`src/shared/c2bru_pkg.sv`:
```
package c2bru_pkg;
	// machine word and instruction layout
	localparam int GPR_W       = 64;
	localparam int INSTR_W     = 32;
	localparam int IMM_W       = 16;
	localparam int CC_W        = 3;
	localparam int NCOND       = 8;
	localparam int OFS_SHIFT   = 2;
	// field positions of the coprocessor branch word
	localparam int OPC_HI      = 31;
	localparam int OPC_LO      = 26;
	localparam int SUB_HI      = 25;
	localparam int SUB_LO      = 21;
	localparam int CC_HI       = 20;
	localparam int CC_LO       = 18;
	localparam int ND_BIT      = 17;
	localparam int TF_BIT      = 16;
	localparam logic [5:0] OPC_COP2 = 6'h12;
	localparam logic [4:0] SUB_BC   = 5'h08;
	// arbitrary value for the held addresses out of reset; nothing fetches from it
	localparam logic [GPR_W-1:0] PC_RESET = 64'h0000000000000000;

	// branch outcome recorded at the branch, applied in the delay slot
	typedef enum logic [1:0] {
		C2BRU_IDLE,
		C2BRU_SLOT
	} c2bru_state_e;

	// exception codes reported instead of completing the branch
	typedef enum logic [1:0] {
		C2BRU_EXC_NONE,
		C2BRU_EXC_CPU,
		C2BRU_EXC_RI
	} c2bru_exc_e;
endpackage

```
`src/core/c2bru_decode.sv`:
```
`timescale 1ns/1ps
// one generic conditional branch: true/false select and nullify flag
module c2bru_decode
	import c2bru_pkg::*;
(
	input  wire logic [INSTR_W-1:0] instr,
	input  wire logic [NCOND-1:0]   coproc2_condition_bit,
	input  wire logic [GPR_W-1:0]   slot_pc,
	output logic                    is_branch,
	output logic                    true_false_select,
	output logic                    nullify_delay_slot_flag,
	output logic                    cond_met,
	output logic [GPR_W-1:0]        target
);
	logic [CC_W-1:0] condition_select_field;
	logic [GPR_W-1:0] target_offset;

	// variant pair comes straight out of the encoding
	assign is_branch = (instr[OPC_HI:OPC_LO] == OPC_COP2) && (instr[SUB_HI:SUB_LO] == SUB_BC);
	assign true_false_select       = instr[TF_BIT];
	assign nullify_delay_slot_flag = instr[ND_BIT];
	// short form encodes zero, which picks bit zero here
	assign condition_select_field = instr[CC_HI:CC_LO];
	assign cond_met = (coproc2_condition_bit[condition_select_field] == true_false_select);
	// sign-extended word offset added to the delay-slot address
	assign target_offset = {{(GPR_W-IMM_W-OFS_SHIFT){instr[IMM_W-1]}}, instr[IMM_W-1:0],
		{OFS_SHIFT{1'b0}}};
	assign target = slot_pc + target_offset;
endmodule

```
`src/core/c2bru_unit.sv`:
```
`timescale 1ns/1ps
// Functional notes
// - target = delay-slot address plus sign-extended immediate shifted left two.
// - false forms branch when selected coprocessor condition bit is zero.
// - true forms branch when selected coprocessor condition bit is one.
// - likely forms nullify the delay-slot instruction when not taken.
// - evaluate at the branch; redirect or nullify in the cycle after the delay-slot instruction issues.
// - omitted selector encodes zero, testing condition bit zero.
// - all four decode as one branch with true/false and nullify bits.
// - report coprocessor-unusable or reserved-instruction instead of branching.
module c2bru_unit
	import c2bru_pkg::*;
(
	input  wire logic               clk,
	input  wire logic               rst_b,
	input  wire logic               issue_valid,
	input  wire logic [INSTR_W-1:0] issue_instr,
	input  wire logic [GPR_W-1:0]   issue_pc,
	input  wire logic               cop2_usable,
	input  wire logic               cop2_present,
	input  wire logic [NCOND-1:0]   coproc2_condition_bit,
	output logic                    pc_redirect,
	output logic [GPR_W-1:0]        redirect_pc,
	output logic                    squash_delay_instruction,
	output logic                    exc_valid,
	output c2bru_exc_e              exc_code,
	output logic [GPR_W-1:0]        exc_pc
);
	c2bru_state_e     state;
	logic             is_branch;
	logic             tf_sel;
	logic             nd_flag;
	logic             cond_met;
	logic [GPR_W-1:0] target;
	logic [GPR_W-1:0] slot_pc;
	logic             take;
	logic             kill;
	logic             fault;
	logic             pend_take;
	logic             pend_kill;
	logic [GPR_W-1:0] pend_target;
	logic             slot_now;

	// delay slot follows the branch word
	assign slot_pc = issue_pc + GPR_W'(INSTR_W / 8);

	// condition bit picked by the selector field of an instruction word
	function automatic logic sel_cond(
		input logic [NCOND-1:0]   bits,
		input logic [INSTR_W-1:0] word
	);
		return bits[word[CC_HI:CC_LO]];
	endfunction

	// the delay-slot instruction executes this cycle; a gap before it just waits
	assign slot_now = (state == C2BRU_SLOT) && issue_valid;

	c2bru_decode u_decode (
		.instr                   (issue_instr),
		.coproc2_condition_bit   (coproc2_condition_bit),
		.slot_pc                 (slot_pc),
		.is_branch               (is_branch),
		.true_false_select       (tf_sel),
		.nullify_delay_slot_flag (nd_flag),
		.cond_met                (cond_met),
		.target                  (target)
	);

	// a faulting branch must not redirect or squash anything
	assign fault = issue_valid && is_branch && (!cop2_present || !cop2_usable);
	assign take  = issue_valid && is_branch && !fault && cond_met;
	// only the likely forms squash; ordinary forms always run the slot
	assign kill  = issue_valid && is_branch && !fault && !cond_met && nd_flag;

	// decision captured at the branch, held for the delay slot
	always_ff @(posedge clk or negedge rst_b) begin
		if (!rst_b) begin
			state       <= C2BRU_IDLE;
			pend_take   <= 1'b0;
			pend_kill   <= 1'b0;
			pend_target <= PC_RESET;
		end else begin
			case (state)
				C2BRU_IDLE: begin
					if (take || kill) begin
						state       <= C2BRU_SLOT;
						pend_take   <= take;
						pend_kill   <= kill;
						pend_target <= target;
					end
				end
				C2BRU_SLOT: begin
					// waits for the delay-slot word; software keeps it a plain one
					if (issue_valid) begin
						state     <= C2BRU_IDLE;
						pend_take <= 1'b0;
						pend_kill <= 1'b0;
					end
				end
				default: begin
					state <= C2BRU_IDLE;
				end
			endcase
		end
	end

	// redirect and squash are registered, landing one cycle after the delay-slot instruction issues
	always_ff @(posedge clk or negedge rst_b) begin
		if (!rst_b) begin
			pc_redirect              <= 1'b0;
			redirect_pc              <= PC_RESET;
			squash_delay_instruction <= 1'b0;
		end else begin
			pc_redirect              <= slot_now && pend_take;
			squash_delay_instruction <= slot_now && pend_kill;
			if (slot_now && pend_take) begin
				redirect_pc <= pend_target;
			end
		end
	end

	// a missing coprocessor reads as reserved, a present but disabled one as unusable
	always_ff @(posedge clk or negedge rst_b) begin
		if (!rst_b) begin
			exc_valid <= 1'b0;
			exc_code  <= C2BRU_EXC_NONE;
			exc_pc    <= PC_RESET;
		end else begin
			exc_valid <= fault;
			if (fault) begin
				exc_code <= cop2_present ? C2BRU_EXC_CPU : C2BRU_EXC_RI;
				exc_pc   <= issue_pc;
			end else begin
				exc_code <= C2BRU_EXC_NONE;
			end
		end
	end

	property p_redirect_after_take;
		@(posedge clk) disable iff (!rst_b)
		take ##1 issue_valid |=> pc_redirect && !squash_delay_instruction;
	endproperty
	a_redirect_after_take: assert property (p_redirect_after_take)
		else $error("taken branch did not redirect with its delay slot");

	property p_target_value;
		@(posedge clk) disable iff (!rst_b)
		take ##1 issue_valid |=> redirect_pc == $past(target, 2);
	endproperty
	a_target_value: assert property (p_target_value)
		else $error("redirect address differs from computed target");

	property p_false_form;
		@(posedge clk) disable iff (!rst_b)
		(issue_valid && is_branch && !fault && !tf_sel
			&& !sel_cond(coproc2_condition_bit, issue_instr)) |-> take;
	endproperty
	a_false_form: assert property (p_false_form)
		else $error("false form not taken on clear bit");

	property p_true_form;
		@(posedge clk) disable iff (!rst_b)
		(issue_valid && is_branch && !fault && tf_sel) |->
			(take == sel_cond(coproc2_condition_bit, issue_instr));
	endproperty
	a_true_form: assert property (p_true_form)
		else $error("true form outcome wrong");

	property p_likely_squash;
		@(posedge clk) disable iff (!rst_b)
		(issue_valid && is_branch && !fault && nd_flag && !cond_met) ##1 issue_valid
			|=> squash_delay_instruction && !pc_redirect;
	endproperty
	a_likely_squash: assert property (p_likely_squash)
		else $error("likely not-taken did not squash delay slot");

	property p_plain_no_squash;
		@(posedge clk) disable iff (!rst_b)
		(issue_valid && is_branch && !nd_flag) ##1 1'b1 |=> !squash_delay_instruction;
	endproperty
	a_plain_no_squash: assert property (p_plain_no_squash)
		else $error("ordinary branch squashed its delay slot");

	property p_cc_zero;
		@(posedge clk) disable iff (!rst_b)
		(issue_valid && is_branch && !fault && issue_instr[CC_HI:CC_LO] == '0)
			|-> cond_met == (coproc2_condition_bit[0] == tf_sel);
	endproperty
	a_cc_zero: assert property (p_cc_zero)
		else $error("zero selector did not test bit zero");

	property p_exc_blocks;
		@(posedge clk) disable iff (!rst_b)
		fault |=> exc_valid && exc_code != C2BRU_EXC_NONE && $stable(state) ##1 !pc_redirect;
	endproperty
	a_exc_blocks: assert property (p_exc_blocks)
		else $error("faulting branch not reported or still redirected");

	property p_decode_pair;
		@(posedge clk) disable iff (!rst_b)
		issue_valid && is_branch |-> tf_sel == issue_instr[TF_BIT]
			&& nd_flag == issue_instr[ND_BIT]
			&& (fault || (take == (sel_cond(coproc2_condition_bit, issue_instr)
				== issue_instr[TF_BIT]) && kill == (issue_instr[ND_BIT] && !take)));
	endproperty
	a_decode_pair: assert property (p_decode_pair)
		else $error("variant decoded to wrong select pair");

	property p_pulse_single;
		@(posedge clk) disable iff (!rst_b)
		pc_redirect || squash_delay_instruction |=> !pc_redirect && !squash_delay_instruction;
	endproperty
	a_pulse_single: assert property (p_pulse_single)
		else $error("redirect or squash held past one cycle");

	property p_wait_for_slot;
		@(posedge clk) disable iff (!rst_b)
		!slot_now |=> !pc_redirect && !squash_delay_instruction;
	endproperty
	a_wait_for_slot: assert property (p_wait_for_slot)
		else $error("redirect or squash before the delay slot executed");

	property p_exc_only_on_fault;
		@(posedge clk) disable iff (!rst_b)
		!fault |=> !exc_valid && exc_code == C2BRU_EXC_NONE;
	endproperty
	a_exc_only_on_fault: assert property (p_exc_only_on_fault)
		else $error("exception reported without a faulting branch");

	property p_exc_kind;
		@(posedge clk) disable iff (!rst_b)
		fault |=> exc_pc == $past(issue_pc) && (exc_code == C2BRU_EXC_RI) == !$past(cop2_present);
	endproperty
	a_exc_kind: assert property (p_exc_kind)
		else $error("exception address or kind wrong");
endmodule

```
`config.mk`:
```
export PLATFORM = sky130hd
export DESIGN_NAME = c2bru_unit
export DESIGN_NICKNAME = d
export VERILOG_FILES = /design/src/shared/c2bru_pkg.sv /design/src/core/c2bru_decode.sv /design/src/core/c2bru_unit.sv
export SDC_FILE = /design/constraint.sdc
export NUM_CORES = 1
export LEC_CHECK = 0
export ABC_CLOCK_PERIOD_IN_PS = 3100
export BUFFER_PORTS_ARGS = -buffer_cell sky130_fd_sc_hd__buf_2
export CAP_MARGIN = 0
export CORE_UTILIZATION = 30
export DETAILED_ROUTE_END_ITERATION = 10
export SLEW_MARGIN = 40
export SYNTH_ARGS = -nofsm -noshare
export SYNTH_HDL_FRONTEND = slang
export SYNTH_SLANG_ARGS = --single-unit
```
`constraint.sdc`:
```
create_clock -name clk -period 3.1 [get_ports clk]
set_clock_uncertainty 0.2 [all_clocks]
set_input_delay 0.62 -clock clk [delete_from_list [all_inputs] [get_ports clk]]
set_output_delay 0.62 -clock clk [all_outputs]
set_load 0.01 [all_outputs]
```
==> run summary <==
post-synth top area share - 0.428
PortBufs - 241
failing checks - negative setup slack
Setup CP Type - input pin to flop
Hold Vio Cnt, Final - 0
Clock transition at path regs - 0.07 ns
Fill cells - 3598
Design Area, Final - 17500 µm²
Cell Rows - 71
Avg WL per Cell - 16.2 µm
Post-Syn Area - 11700 µm²
Peak Freq - 294 MHz
Critical Path RT - 3.29 ns
vias in the first global route - 10500
CTS sink count - 200
CP endpoint kind - flop
I/O Pins - 242
Critical-path top delay cell - or4_4
predominant post-synthesis flop cell - dfrtp_1
global-route wire length before repair - 55400 µm
unrepaired setup endpoints after global routing - true
worst-path fanout max - 8
Seq cells post-synth - 200
Final nets - 1922
worst skew pair latency - 0.46 ns
initial antenna violation count - 1
First DRT Iteration DRCs - 464
PwrDens - 408 nW/µm²
Placer Congestion - 0.862
Netlist cell types - 76
status - finished, violations left
multi-input combinational cell area - 7680 µm²
CTS Buffer Depth - 2
fin. max-slew vios - 0
TNS Setup - -3.82 ns
Final setup viols - 24
Core Area - 38000 µm²
CP Cell Sequence - buf_12, buf_12, buf_12, buf_4, ha_4, ha_4, buf_6, nand4_1, buf_4, or4_4, o21ba_4, o31ai_4, buf_4, a21oi_2, xor2_1, o21ai_1
max-cap viol count - 0
register area share after synthesis - 0.428
largest net degree at the start of global routing - 69
Worst Slack Setup Final - -0.299 ns
Slew @ Worst Pin - 0.818 ns
asr flop ratio synth - 1.00
Mapped Cells - 1213
maximum vdd drop - 426 µV
CP startpoint kind - input pin
Slew HR - 0.454
All-Layer GR Usage - 0.181
HPWL Detailed - 26700 µm
Vias - 10500
die width - 200 µm
Synth area leader - dfrtp_1
post-route antenna net violation count - 0
leakage - 9.04 nW
mean area per synthesized cell - 9.65 µm²
clock root buffer master - clkbuf_16
DR DRC count - 0
WP data arrival - 3.59 ns
Die H - 200 µm
total grt overflow - 0
Synth warnings - 0
CTS tree - built
Initial Util - 0.308
Hold WC Path Type - input pin to flop
Post-synth EDFFs - 0
Tcrit/Tclk final - 1.10
synth top area cells - dfrtp_1 43%, ha_1 13%, nand2_1 9.8%
Min Clock Period, post-route - 3.40 ns
storage element area - 5000 µm²
area added between synthesis and finish - 49.3%
Vias/cell - 4.75
diode count - 0
syn_nets - 1444
cts bufs inserted - 17
Placed Area - 15500 µm²
Die Footprint - 39800 µm²
ratio of cells with drive above 1 in the final layout - 0.451
CP peak stage delay - 0.47 ns
DRT Wirelength - 35800 µm
Final Util - 0.460
DP Worst Slack - -0.860 ns
CTS HTree Levels - 4
drt pass-1 iters - 5
[power breakdown]
part,leakage (nW),internal (mW),switching [mW]
logic,5.95,1.11,1.07
registers,2.79,2.61,0.00386
clock network,0.293,1.24,1.10
[per-stage QoR]
stage	power, mW	hold slack (ns)	instances
floorplan	3.60	0.124	1213
global placement	4.42	0.252	2147
detailed placement	4.44	0.256	2147
CTS	7.07	0.102	2205
global route	7.50	0.121	2215
finish	7.13	0.134	2215
[cell usage after synthesis, types with 9 or more instances]
master / count
nand2_1: 305
dfrtp_1: 200
ha_1: 121
a21oi_1: 75
mux2_2: 66
o21ai_0: 62
nor2_1: 39
a21o_1: 35
clkbuf_1: 30
xnor2_1: 27
inv_1: 24
xor2_1: 23
nand3_1: 16
nand4_1: 16
o21bai_1: 15
nor3_1: 12
o21ai_1: 11
o211ai_1: 9
[state kept, by name (all words and copies together), names as in the netlist]
name                      count
pend_target                  64
exc_pc                       64
exc_valid                     1
pend_kill                     1
state                         1
exc_code                      2
redirect_pc                  64
squash_delay_instruction      1
pc_redirect                   1
pend_take                     1
[path summary, 6_finish.rpt]
path / slack (ns) / cells past startpoint / start / endpoint
min in group asynchronous: 0.50 / 2 / rst_b / exc_pc[17]
setup / recovery: -0.30 / 16 / issue_instr[15] / pend_target[48]
setup reg to reg: 1.08 / 4 / state[0] / redirect_pc[41]
hold / removal: 0.13 / 2 / cop2_present / exc_code[1]
max in group asynchronous: 1.37 / 3 / rst_b / exc_pc[36]
hold reg to reg: 0.27 / 2 / exc_pc[57] / exc_pc[57]
[area by class of cell]
| class | instances | area share |
|---|---|---|
| Inverter | 24 | 0.00515 |
| Multi-Input combinational cell | 943 | 0.439 |
| Clock buffer | 19 | 0.0253 |
| Clock inverter | 13 | 0.00895 |
| Sequential cell | 200 | 0.286 |
| Timing Repair Buffer | 505 | 0.198 |
| Tap cell | 511 | 0.0366 |
[per-layer routing]
layer  global-route usage  up-vias  wire length (µm)
met5                    0        -                 0
met4               0.0772        0               918
met3               0.0250       43              1130
met2                0.295      213             17000
met1                0.239     5038             16800
li1                     -     5221                 -
[critical path, delay by kind of cell]
| kind | cells | cell delay [ns] |
|---|---|---|
| buffers and inverters | 7 | 1.00 |
| AOI/OAI and AO/OA | 4 | 0.69 |
| adders and majority gates | 2 | 0.49 |
| xor gates and xnor gates | 1 | 0.14 |
| and+or+nand+nor | 2 | 0.64 |
[layout by cell type, fill, tap and decap left out, types with 16 or more instances in the layout]
cell       synthesis  routed
nand2_1          305     300
buf_2              6     238
buf_4              0     230
dfrtp_1          200     200
ha_1             121      68
mux2_2            66      66
a21oi_1           75      55
ha_4               0      51
o21ai_0           62      38
a21o_1            35      35
nor2_1            39      32
o21ai_1           11      24
buf_6              2      22
xnor2_1           27      21
inv_1             24      20
xor2_1            23      19
a21oi_2            1      17
clkbuf_16          0      17
nand4_1           16      16
[what timing repair did]
action	4_1_cts	5_1_grt
gates cloned	2	0
pin swaps	47	61
endpoints found under the setup margin	33	32
buffers inserted	24	13
resized for setup	125	69
hold buffers	1	0
hold endpoints to repair	64	0
[kinds of logic after synthesis]
logic type	Yosys count	synth area share
compound gates	266	0.150
xor+xnor	50	0.0374
fa+ha+maj	122	0.131
buf+inv	70	0.0244
flops	200	0.428
mux	69	0.0682
simple gates	436	0.161
Power figures use the tool's default switching activity.
